### config.mk
export PLATFORM = sky130hd
export DESIGN_NAME = segment_address_translator
export DESIGN_NICKNAME = d
export VERILOG_FILES = /design/src/logic/segment_xlate_pkg.sv /design/src/logic/segment_address_translator.sv
export SDC_FILE = /design/constraint.sdc
export NUM_CORES = 1
export LEC_CHECK = 0
export BUFFER_PORTS_ARGS = -buffer_cell sky130_fd_sc_hd__buf_2
export CORE_AREA = 2 2 77 152
export DETAILED_ROUTE_END_ITERATION = 10
export DIE_AREA = 0 0 79 154
export HOLD_SLACK_MARGIN = 0.03
export MAX_ROUTING_LAYER = met4
export PLACE_DENSITY = 0.65
export SLEW_MARGIN = 20
export SYNTH_ARGS = -nofsm -noshare
export SYNTH_HDL_FRONTEND = slang
export SYNTH_SLANG_ARGS = --single-unit
### constraint.sdc
create_clock -name pclk -period 3 [get_ports pclk]
set_clock_uncertainty 0.2 [all_clocks]
set_input_delay 0.6 -clock pclk [delete_from_list [all_inputs] [get_ports pclk]]
set_output_delay 0.6 -clock pclk [all_outputs]
set_load 0.02 [all_outputs]
### src/logic/segment_xlate_pkg.sv
// Constants and types shared by the segment address translator
package segment_xlate_pkg;
   // APB register byte offsets
   localparam int APB_ADDR_W = 12;
   localparam logic [11:0] OFF_WIDTH_MAP = 12'h000;
   localparam logic [11:0] OFF_STATUS = 12'h004;
   localparam logic [11:0] OFF_INT_STATUS = 12'h008;
   localparam logic [11:0] OFF_INT_MASK = 12'h00c;
   // Port width fields: 8 unmapped kernel, 4 user, 2 kernel mapped
   localparam int FIELD_W = 2;
   localparam int NUM_FIELDS = 14;
   localparam int MAP_W = 28;
   localparam logic [3:0] FIELD_USER = 4'h8;
   localparam logic [3:0] FIELD_MAPPED = 4'hc;
   localparam logic [27:0] WIDTH_MAP_RST = 28'haaaaaaa;
   // Port width codes
   localparam logic [1:0] WIDTH_8 = 2'h0;
   localparam logic [1:0] WIDTH_16 = 2'h1;
   localparam logic [1:0] WIDTH_32 = 2'h2;
   // Segment codes in virtual and physical address bits 31:29
   localparam logic [2:0] SEG_CACHED = 3'h4;
   localparam logic [2:0] SEG_UNCACHED = 3'h5;
   localparam logic [2:0] PA_UNMAPPED = 3'h0;
   localparam logic [2:0] PA_USER_BASE = 3'h2;
   localparam logic [1:0] USEG_STEP = 2'h1;
   // Status register bit positions
   localparam int STAT_TLB_SHUTDOWN = 0;
   localparam int STAT_KERNEL = 1;
   localparam int STAT_PREV_KERNEL = 2;
   // Interrupt status bit positions
   localparam int INT_W = 2;
   localparam int INT_ADDR_ERR = 0;
   localparam int INT_EXC = 1;
   localparam logic [1:0] INT_MASK_RST = 2'h0;
   // Privilege modes
   typedef enum logic {
      PRIV_USER = 1'b0,
      PRIV_KERNEL = 1'b1
   } priv_e;
   localparam logic PRIV_RST = 1'b1;
endpackage : segment_xlate_pkg

### src/logic/segment_address_translator.sv
// Segment based virtual to physical translator with APB registers
`timescale 1ns/1ps

// Summary of operation
// - User mode with bit 31 set raises error
// - User segment is 2GB from address zero
// - Top bits 100 map to 000, cacheable
// - Top bits 101 map to 000, uncacheable
// - Top bits 11 pass through unchanged
// - User pair 00 becomes 01, 01 becomes 10
// - User segment has four width fields
// - Kernel mapped segment has two width fields
// - Unmapped kernel region has eight width fields
// - Kernel user-segment access translates like user
// - Exception enters kernel; return restores saved mode
// - TLB shutdown flag reads set after reset
// - Width comes from physical bits and map
// - Only top three virtual bits steer translation
// - Physical top bits reveal originating segment, except 100 and 101 both give 000
// - Width fields select 8, 16 or 32 bits
module segment_address_translator (
   input wire logic pclk,
   input wire logic presetn,
   input wire logic psel,
   input wire logic penable,
   input wire logic pwrite,
   input wire logic [11:0] paddr,
   input wire logic [31:0] pwdata,
   output logic [31:0] prdata,
   output logic pready,
   output logic pslverr,
   input wire logic req_valid,
   input wire logic [31:0] req_vaddr,
   input wire logic exc_detect,
   input wire logic return_from_exception,
   output logic bus_valid,
   output logic [31:0] bus_paddr,
   output logic bus_cacheable,
   output logic [1:0] bus_width,
   output logic addr_error,
   output logic kernel_mode,
   output logic irq
);

   // Width map register, one 2-bit field per sub-region
   logic [27:0] width_map;
   logic [1:0] width_field [14];
   // Saved previous privilege mode
   logic prev_kernel;
   // Sticky event flags and their mask
   logic [1:0] int_status;
   logic [1:0] int_mask;

   // Next values
   logic [27:0] next_width_map;
   logic [1:0] next_int_status;
   logic [1:0] next_int_mask;
   logic next_kernel;
   logic next_prev_kernel;
   logic next_irq;
   logic next_pready;
   logic next_pslverr;
   logic [31:0] next_prdata;
   logic next_bus_valid;
   logic [31:0] next_bus_paddr;
   logic next_cacheable;
   logic [1:0] next_bus_width;
   logic next_addr_error;
   // Translation intermediates
   logic [31:0] phys;
   logic [3:0] field_idx;
   logic violation;
   // APB phase decode
   logic apb_first;
   logic apb_done;
   logic wr_en;

   // Slice the map into fields so the lookup is a plain index
   genvar gi;
   generate
      for (gi = 0; gi < segment_xlate_pkg::NUM_FIELDS; gi++) begin : g_field
         assign width_field[gi] = width_map[gi*2 +: 2];
      end
   endgenerate

   // First access cycle raises pready; the transfer ends one edge later
   assign apb_first = psel && penable && !pready;
   assign apb_done = psel && penable && pready;
   assign wr_en = apb_done && pwrite;

   // Segment decode and address rewrite
   always_comb begin
      phys = req_vaddr;
      next_cacheable = 1'b1;
      // Only bits 31:29 are looked at, never the rest of the page number
      if (req_vaddr[31:29] == segment_xlate_pkg::SEG_CACHED) begin
         phys[31:29] = segment_xlate_pkg::PA_UNMAPPED;
      end else if (req_vaddr[31:29] == segment_xlate_pkg::SEG_UNCACHED) begin
         phys[31:29] = segment_xlate_pkg::PA_UNMAPPED;
         next_cacheable = 1'b0;
      end else if (!req_vaddr[31]) begin
         // Same rewrite whatever the mode, so kernel sees user mapping
         phys[31:30] = req_vaddr[31:30] +
            segment_xlate_pkg::USEG_STEP;
      end
      // Kernel mapped segment keeps phys equal to the virtual address
      // Kernel addresses are illegal while in user mode
      violation = req_vaddr[31] && !kernel_mode;
   end

   // Pick the width field from the physical region
   always_comb begin
      case (phys[31:29])
         3'h0: field_idx = {1'b0, phys[28:26]};
         3'h2, 3'h3, 3'h4, 3'h5: begin
            field_idx = segment_xlate_pkg::FIELD_USER + {2'h0,
               2'(phys[31:29] - segment_xlate_pkg::PA_USER_BASE)};
         end
         3'h6, 3'h7: begin
            field_idx = segment_xlate_pkg::FIELD_MAPPED +
               {3'h0, phys[29]};
         end
         // Region 001 is never produced
         default: field_idx = 4'h0;
      endcase
      next_bus_width = width_field[field_idx];
      // A refused reference never reaches the bus
      next_bus_valid = req_valid && !violation;
      next_addr_error = req_valid && violation;
      // Address held while idle to keep the bus quiet
      next_bus_paddr = req_valid ? phys : bus_paddr;
   end

   // Translation outputs, one cycle after the request
   always_ff @(posedge pclk or negedge presetn) begin
      if (!presetn) begin
         bus_valid <= 1'b0;
         bus_paddr <= 32'h0;
         bus_cacheable <= 1'b0;
         bus_width <= segment_xlate_pkg::WIDTH_32;
         addr_error <= 1'b0;
      end else begin
         bus_valid <= next_bus_valid;
         bus_paddr <= next_bus_paddr;
         bus_cacheable <= req_valid ? next_cacheable : bus_cacheable;
         bus_width <= req_valid ? next_bus_width : bus_width;
         addr_error <= next_addr_error;
      end
   end

   // Privilege stack: exception wins over a return in the same cycle
   always_comb begin
      next_kernel = kernel_mode;
      next_prev_kernel = prev_kernel;
      if (exc_detect) begin
         next_kernel = segment_xlate_pkg::PRIV_KERNEL;
         next_prev_kernel = kernel_mode;
      end else if (return_from_exception) begin
         next_kernel = prev_kernel;
         next_prev_kernel = segment_xlate_pkg::PRIV_USER;
      end
   end

   always_ff @(posedge pclk or negedge presetn) begin
      if (!presetn) begin
         kernel_mode <= segment_xlate_pkg::PRIV_RST;
         prev_kernel <= segment_xlate_pkg::PRIV_RST;
      end else begin
         kernel_mode <= next_kernel;
         prev_kernel <= next_prev_kernel;
      end
   end

   // Register file: writes, sticky flags and read mux
   always_comb begin
      next_width_map = width_map;
      next_int_mask = int_mask;
      next_int_status = int_status;
      if (wr_en && paddr == segment_xlate_pkg::OFF_WIDTH_MAP) begin
         next_width_map = pwdata[27:0];
      end
      if (wr_en && paddr == segment_xlate_pkg::OFF_INT_MASK) begin
         next_int_mask = pwdata[1:0];
      end
      // Write one to clear, applied before sets so a new event survives
      if (wr_en && paddr == segment_xlate_pkg::OFF_INT_STATUS) begin
         next_int_status = int_status & ~pwdata[1:0];
      end
      if (next_addr_error) begin
         next_int_status[segment_xlate_pkg::INT_ADDR_ERR] = 1'b1;
      end
      if (exc_detect) begin
         next_int_status[segment_xlate_pkg::INT_EXC] = 1'b1;
      end
      next_irq = |(next_int_status & next_int_mask);
      // Read data and error are prepared in the first access cycle
      next_pready = apb_first;
      next_pslverr = 1'b0;
      next_prdata = 32'h0;
      if (apb_first) begin
         case (paddr)
            segment_xlate_pkg::OFF_WIDTH_MAP: begin
               next_prdata = {4'h0, width_map};
            end
            segment_xlate_pkg::OFF_STATUS: begin
               // No TLB exists, so the shutdown flag is always set
               next_prdata[segment_xlate_pkg::STAT_TLB_SHUTDOWN] = 1'b1;
               next_prdata[segment_xlate_pkg::STAT_KERNEL] = kernel_mode;
               next_prdata[segment_xlate_pkg::STAT_PREV_KERNEL] = prev_kernel;
            end
            segment_xlate_pkg::OFF_INT_STATUS: begin
               next_prdata = {30'h0, int_status};
            end
            segment_xlate_pkg::OFF_INT_MASK: begin
               next_prdata = {30'h0, int_mask};
            end
            // Unmapped offsets answer with an error and zero data
            default: next_pslverr = 1'b1;
         endcase
      end
   end

   always_ff @(posedge pclk or negedge presetn) begin
      if (!presetn) begin
         width_map <= segment_xlate_pkg::WIDTH_MAP_RST;
         int_mask <= segment_xlate_pkg::INT_MASK_RST;
         int_status <= 2'h0;
         irq <= 1'b0;
         pready <= 1'b0;
         pslverr <= 1'b0;
         prdata <= 32'h0;
      end else begin
         width_map <= next_width_map;
         int_mask <= next_int_mask;
         int_status <= next_int_status;
         irq <= next_irq;
         pready <= next_pready;
         pslverr <= next_pslverr;
         prdata <= next_prdata;
      end
   end

   // Helper: expected unmapped-kernel width for the request
   logic [1:0] exp_k01_width;
   assign exp_k01_width = width_map[{req_vaddr[28:26], 1'b0} +: 2];
endmodule : segment_address_translator

==> flow_summary.ini, run 1 <==
[run_status]
status = complete, no violations

[synth]
synth_largest_type_area_fraction_pct = 49.5
ys_seq_elements = 102
synthesis.area_um2 = 4300
asyncSetResetFlopFracSynth_pct = 100
synth-warning-count = 0
post_synth_main_area_contributors = sky130_fd_sc_hd__dfrtp_1 49%, sky130_fd_sc_hd__dfstp_2 10%, sky130_fd_sc_hd__mux2_2 8.9%
synth_flop_cell = sky130_fd_sc_hd__dfrtp_1
synth_top_area_cell = sky130_fd_sc_hd__dfrtp_1
synth-edff-count = 0
synthesis.area_per_instance_um2 = 13.6
yosysSeqAreaShare_pct = 59.9
post_synth_num_cell_types = 45
netlist_top_cells_count = 85 x sky130_fd_sc_hd__dfrtp_1, 34 x sky130_fd_sc_hd__mux2_2, 26 x sky130_fd_sc_hd__mux2_1
synthMostInstantiatedCell = sky130_fd_sc_hd__dfrtp_1
synthCells = 316

[sta]
fin_worst_hold_slack_ps = 253
fmax_ghz = 0.375
min_period_ps = 2670
number_of_max_slew_violations_in_the_final_report = 0
final_hold_viol_count = 0
grt_setup_unrepaired = false
timing.final.setup_violations = 0
timing.final.crit_share_pct = 89.0
final.setup.worst_slack_ps = 331

[cells_and_area]
nFillCells = 1004
antenna-diode-count = 0
stdcell_count = 614
finish.net_count = 559
layout-area-overhead-vs-synth_pct = 28.9
layout_cells_sized_above_1_pct = 48.5

[clocking]
clockBufferDepth = 2
htree_levels = 3
insertion_delay_ps = 330
cts_bufs_inserted = 9
tritoncts = yes
post_cts_hold_buffer_count = 1
cts_num_sinks = 102
cts_root_buffer = sky130_fd_sc_hd__clkbuf_16
post-cts-setup-buffer-count = 0
cts_resized = 0
worst_path_clk_slew_ps = 70

[power]
pwr_density_cell_nw_per_um2 = 532
vdd.ir_drop.worst_mv = 0.291
p_leak_uw = 0.00284

[floorplan]
die_x_um = 79
rows = 54
initial_core_utilization_pct = 39.3
design.portCount = 157
die-height_um = 154
design.core.area_um2 = 10900
die_outline_area_um2 = 12200

[drt]
via_count = 3024
final_antenna_net_count = 0
routed_wl_um = 9950
average_detailed_routed_wire_length_per_instance_um = 16.2
initialDrtViolationCount = 189
detail_route.drc_violations = 0
via_per_inst = 4.93
dr.pass1.iters = 4

[placed_design]
detailedPlacementHpwl_um = 7580
placement.setup.worst_slack_ps = -26.9
gp_congestion = 0.834
place_inst = 597
portBuffers = 148

[hold_path]
worstHoldStart = return_from_exception
min_path_cells = 2
worstHoldEndpoint = prev_kernel
worstHoldPathType = input pin to flip-flop

[global_route]
grtUsageTotal_pct = 17.2
largest_net_degree_at_the_start_of_global_routing = 86
grt_overflow_total = 0
grt_antenna_before_repair = 0
first_global_vias = 3135
grt_pass1_wl_um = 15600

[worst_setup_path]
timing.critical_path.from_type = input pin
flop2flop_setup_slack_ps = 1050
crit_path_max_fanout = 6
critPathMaxStageDelay_ps = 600
cp_data_arrival_time_ps = 2660
critPathCaptureType = flip-flop
critical_path_required_ps = 2990
r2r.worst_path.cells = 5
worstPathCellList = buf_2 -> inv_1 -> ha_1 -> or3_4 -> a31oi_4 -> mux4_1 -> a22oi_1 -> a31oi_1
cp.buffers_inverters = 2
regToRegEndpoint = irq
reg2reg_from = kernel_mode
critical_setup_path_class = input pin to flip-flop
critPathTopFamily = compound AO/OA/AOI/OAI gates
critPathSlowestCell = sky130_fd_sc_hd__mux4_1

[flow_run]
drv.max_cap_violation_count = 0
-- worst max path at each step --
stage | startpoint | end | slack [ps] | depth (start not counted)
after floorplan | req_vaddr[30] | bus_width[0] | 230 | 7
after global placement | req_vaddr[30] | bus_width[0] | 60 | 8
after detailed placement | req_vaddr[30] | bus_width[0] | -30 | 8
after CTS | req_vaddr[30] | bus_width[0] | 330 | 8
after global routing | req_vaddr[30] | bus_width[0] | 200 | 8
final | req_vaddr[30] | bus_width[0] | 330 | 8
-- logic make-up after synthesis --
family / count (synthesis) / share of synthesized area, %
AO/OA/AOI/OAI: 37 / 6.34
adder cells (fa/ha/maj): 6 / 1.75
buffers and inverters: 25 / 2.62
flip-flops: 102 / 59.9
multiplexers: 74 / 20.0
other: 1 / 0.0872
AND/OR/NAND/NOR: 71 / 9.31
-- routing by layer --
| metal | vias up | global-route usage (%) | share of wire [%] |
|---|---|---|---|
| met5 | - | - | 0 |
| met4 | 0 | 8.95 | 3.0 |
| met3 | 24 | 2.93 | 4.7 |
| met2 | 115 | 29.8 | 56 |
| met1 | 1465 | 18.4 | 37 |
| li1 | 1420 | - | - |
-- cell usage in the layout, fill, tap and decap left out, types with 2 or more instances in the layout --
master                       count
sky130_fd_sc_hd__a311o_2         2
sky130_fd_sc_hd__buf_12          2
sky130_fd_sc_hd__nand3_1         3
sky130_fd_sc_hd__mux4_1          2
sky130_fd_sc_hd__conb_1          4
sky130_fd_sc_hd__ha_1            6
sky130_fd_sc_hd__nor2_1          5
sky130_fd_sc_hd__nor3_1         10
sky130_fd_sc_hd__dfstp_2        17
sky130_fd_sc_hd__clkbuf_16       9
sky130_fd_sc_hd__buf_4           5
sky130_fd_sc_hd__inv_6           2
sky130_fd_sc_hd__dfrtp_1        85
sky130_fd_sc_hd__mux2_2         34
sky130_fd_sc_hd__clkinvlp_4      2
sky130_fd_sc_hd__clkinv_2        2
sky130_fd_sc_hd__mux2_1         26
sky130_fd_sc_hd__and3_1          2
sky130_fd_sc_hd__nor4_1          4
sky130_fd_sc_hd__mux2i_1        11
sky130_fd_sc_hd__buf_2         147
sky130_fd_sc_hd__and2_1         25
sky130_fd_sc_hd__o211ai_1        4
sky130_fd_sc_hd__o21ai_0         9
sky130_fd_sc_hd__a22oi_1         2
sky130_fd_sc_hd__a21oi_1         2
sky130_fd_sc_hd__o311ai_0        2
sky130_fd_sc_hd__a31oi_1         4
sky130_fd_sc_hd__a21o_1          3
sky130_fd_sc_hd__inv_1           9
sky130_fd_sc_hd__nand2_1        14
-- power by group --
group / total [uW] / switching (uW) / internal, uW
clock network: 1150 / 497 / 649
logic: 348 / 203 / 145
registers: 1460 / 25.1 / 1430
-- final cells by class --
cell class,instances,area [um2],area share (%)
Multi-Input combinational cell,192,1640,29.6
Timing Repair Buffer,155,823,14.9
Clock buffer,9,225,4.06
Sequential cell,102,2570,46.4
Tap cell,140,175,3.16
Inverter,9,33.8,0.610
Clock inverter,7,72.6,1.31
-- registers in the layout, indices dropped and copies added, names as in the netlist --
name and cells:
bus_paddr 32, pready 1, irq 1, prdata 28, bus_valid 1, kernel_mode 1
addr_error 1, bus_width 2, int_mask 2, bus_cacheable 1, int_status 2, width_map 28
pslverr 1, prev_kernel 1
-- stage by stage --
stage,setup TNS [ps],power (uW),utilization (%),area [um2]
after CTS,0,3000,50.6,5540
after floorplan,0,1670,-,4310
after global placement,0,1820,47.8,5230
final,0,2950,50.6,5540
after global routing,0,3080,50.6,5540
after detailed placement,-26.9,1830,47.8,5230
(Power assumes the default switching activity.)
==> run 2, diff against run 1 <==
--- a/config.mk
+++ b/config.mk
@@ -11,7 +11,7 @@
 export DIE_AREA = 0 0 79 154
 export HOLD_SLACK_MARGIN = 0.03
 export MAX_ROUTING_LAYER = met4
-export PLACE_DENSITY = 0.65
+export PLACE_DENSITY_LB_ADDON = 0.15
 export SLEW_MARGIN = 20
 export SYNTH_ARGS = -nofsm -noshare
 export SYNTH_HDL_FRONTEND = slang
==> flow_summary.ini, run 2 (same netlist as run 1, synthesis figures left out) <==
[floorplan]
design.core.area_um2 = 10900
die-height_um = 154
die_outline_area_um2 = 12200
rows = 54
die_x_um = 79
design.portCount = 157
initial_core_utilization_pct = 39.3

[cells_and_area]
finalInstanceArea_um2 = 5580
most-common-layout-cells = 147 x sky130_fd_sc_hd__buf_2, 85 x sky130_fd_sc_hd__dfrtp_1, 34 x sky130_fd_sc_hd__mux2_2
largest_register_ffs = 32
reg.largest.list = bus_paddr x32, prdata x28, width_map x28
nFillCells = 1039
antenna-diode-count = 0
layout_cells_sized_above_1_pct = 48.7
layout.cells.most_common = sky130_fd_sc_hd__buf_2
finish.net_count = 561
stdcell_count = 616
top_register = bus_paddr
layout-area-overhead-vs-synth_pct = 29.7

[clocking]
post-cts-setup-buffer-count = 0
clockBufferDepth = 2
cts_resized = 0
cts_bufs_inserted = 9
htree_levels = 3
cts_root_buffer = sky130_fd_sc_hd__clkbuf_16
tritoncts = yes
cts_num_sinks = 102
post_cts_hold_buffer_count = 0
insertion_delay_ps = 340
worst_path_clk_slew_ps = 70

[global_route]
busiest_layer = met2
grt_overflow_total = 0
grt.met3_usage_pct = 3.35
met1_usage_pct = 18.2
grt_antenna_before_repair = 0
first_global_vias = 3192
grt_pass1_wl_um = 15800
largest_net_degree_at_the_start_of_global_routing = 42
met2_usage_pct = 31.3
grtUsageTotal_pct = 17.3

[flow_run]
drv.max_cap_violation_count = 0

[worst_setup_path]
cp_data_arrival_time_ps = 2650
critical_setup_path_class = input pin to flip-flop
critPathCaptureType = flip-flop
crit_path_max_fanout = 6
critPathSlowestCell = sky130_fd_sc_hd__mux4_1
timing.critical_path.from_type = input pin
critical_path_required_ps = 2990
worstPathCellList = buf_2 -> inv_1 -> ha_1 -> or3_4 -> a31oi_4 -> mux4_1 -> a22oi_1 -> a31oi_1
worstSetupStartpoint = req_vaddr[30]
critPathMaxStageDelay_ps = 610
reg2reg_from = kernel_mode

[power]
pwr_density_cell_nw_per_um2 = 546
p_leak_uw = 0.00286
power.sequential.fraction_pct = 47.8
net_load_switching_power_uw = 731
clock_power_share_pct = 40.8
vdd.ir_drop.worst_mv = 0.316
cellInternalPower_uw = 2320
combinationalPowerShare_pct = 11.4
power.switching_fraction_pct = 24.0

[placed_design]
portBuffers = 148
detailedPlacementHpwl_um = 7520
placedInstanceArea_um2 = 5260
place_inst = 600
gp_congestion = 0.758

[drt]
detail_route.drc_violations = 0
initialDrtViolationCount = 88
via_count = 3009
final_antenna_net_count = 0
via_per_inst = 4.88
average_detailed_routed_wire_length_per_instance_um = 16.0
routed_wl_um = 9850
dr.pass1.iters = 4

[sta]
timing.final.setup_violations = 0
transition_time_of_the_tightest_slew_check_pin_ps = 531
slew_headroom_pct = 64.6
final_hold_viol_count = 0
number_of_max_slew_violations_in_the_final_report = 0
fmax_ghz = 0.376
min_period_ps = 2660
grt_setup_unrepaired = false
timing.final.crit_share_pct = 88.5

[hold_path]
worstHoldPathType = input pin to asynchronous set/reset pin

[run_status]
status = complete, no violations
run 2: power by group through the flow:
stage | Combinational (uW) | Clock [uW] | Sequential, uW
2_1_floorplan | 119 | 0 | 1550
3_3_place_gp | 348 | 0 | 1480
3_5_place_dp | 354 | 0 | 1480
4_1_cts | 354 | 1280 | 1460
5_1_grt | 380 | 1350 | 1460
6_report | 347 | 1240 | 1460
run 2: per-layer routing:
metal,part of all wire (%),vias up
met5,0,-
met1,39,1470
met3,4.6,10
li1,-,1424
met4,2.0,0
met2,55,105
run 2: per-stage QoR:
stage | setup slack, ps | hold slack, ps | utilization [%] | power [uW] | setup TNS (ps)
after detailed placement | -30.1 | 278 | 48.0 | 1840 | -30.1
final | 344 | 26.0 | 50.9 | 3050 | 0
after floorplan | 228 | 104 | - | 1670 | 0
after global routing | 211 | 55.3 | 50.9 | 3190 | 0
after global placement | 48.1 | 269 | 48.0 | 1830 | 0
after CTS | 324 | 36.7 | 50.9 | 3090 | 0
run 2: final timing paths:
path / endpoint / slack (ps) / depth (start not counted)
worst max-delay path: bus_width[0] / 340 / 8
worst min-delay path: bus_paddr[7] / 30 / 1
worst max register to register: irq / 1100 / 5
worst min register to register: pslverr / 290 / 1
max in group asynchronous: width_map[17] / 1810 / 2
min in group pclk: prev_kernel / 230 / 2
run 2: worst max-delay path, delay by kind of cell:
kind,cells,cell delay [ps]
AO/OA/AOI/OAI,3,620
adder cells (fa/ha/maj),1,190
buffers and inverters,2,210
multiplexers,1,610
AND/OR/NAND/NOR,1,410
run 2: final cells by class:
class	instances	area, um2	share of cell area, %
Clock buffer	10	229	4.11
Multi-Input combinational cell	192	1640	29.4
Sequential cell	102	2570	46.2
Inverter	9	33.8	0.606
Clock inverter	6	91.3	1.64
Tap cell	140	175	3.14
Timing Repair Buffer	157	836	15.0
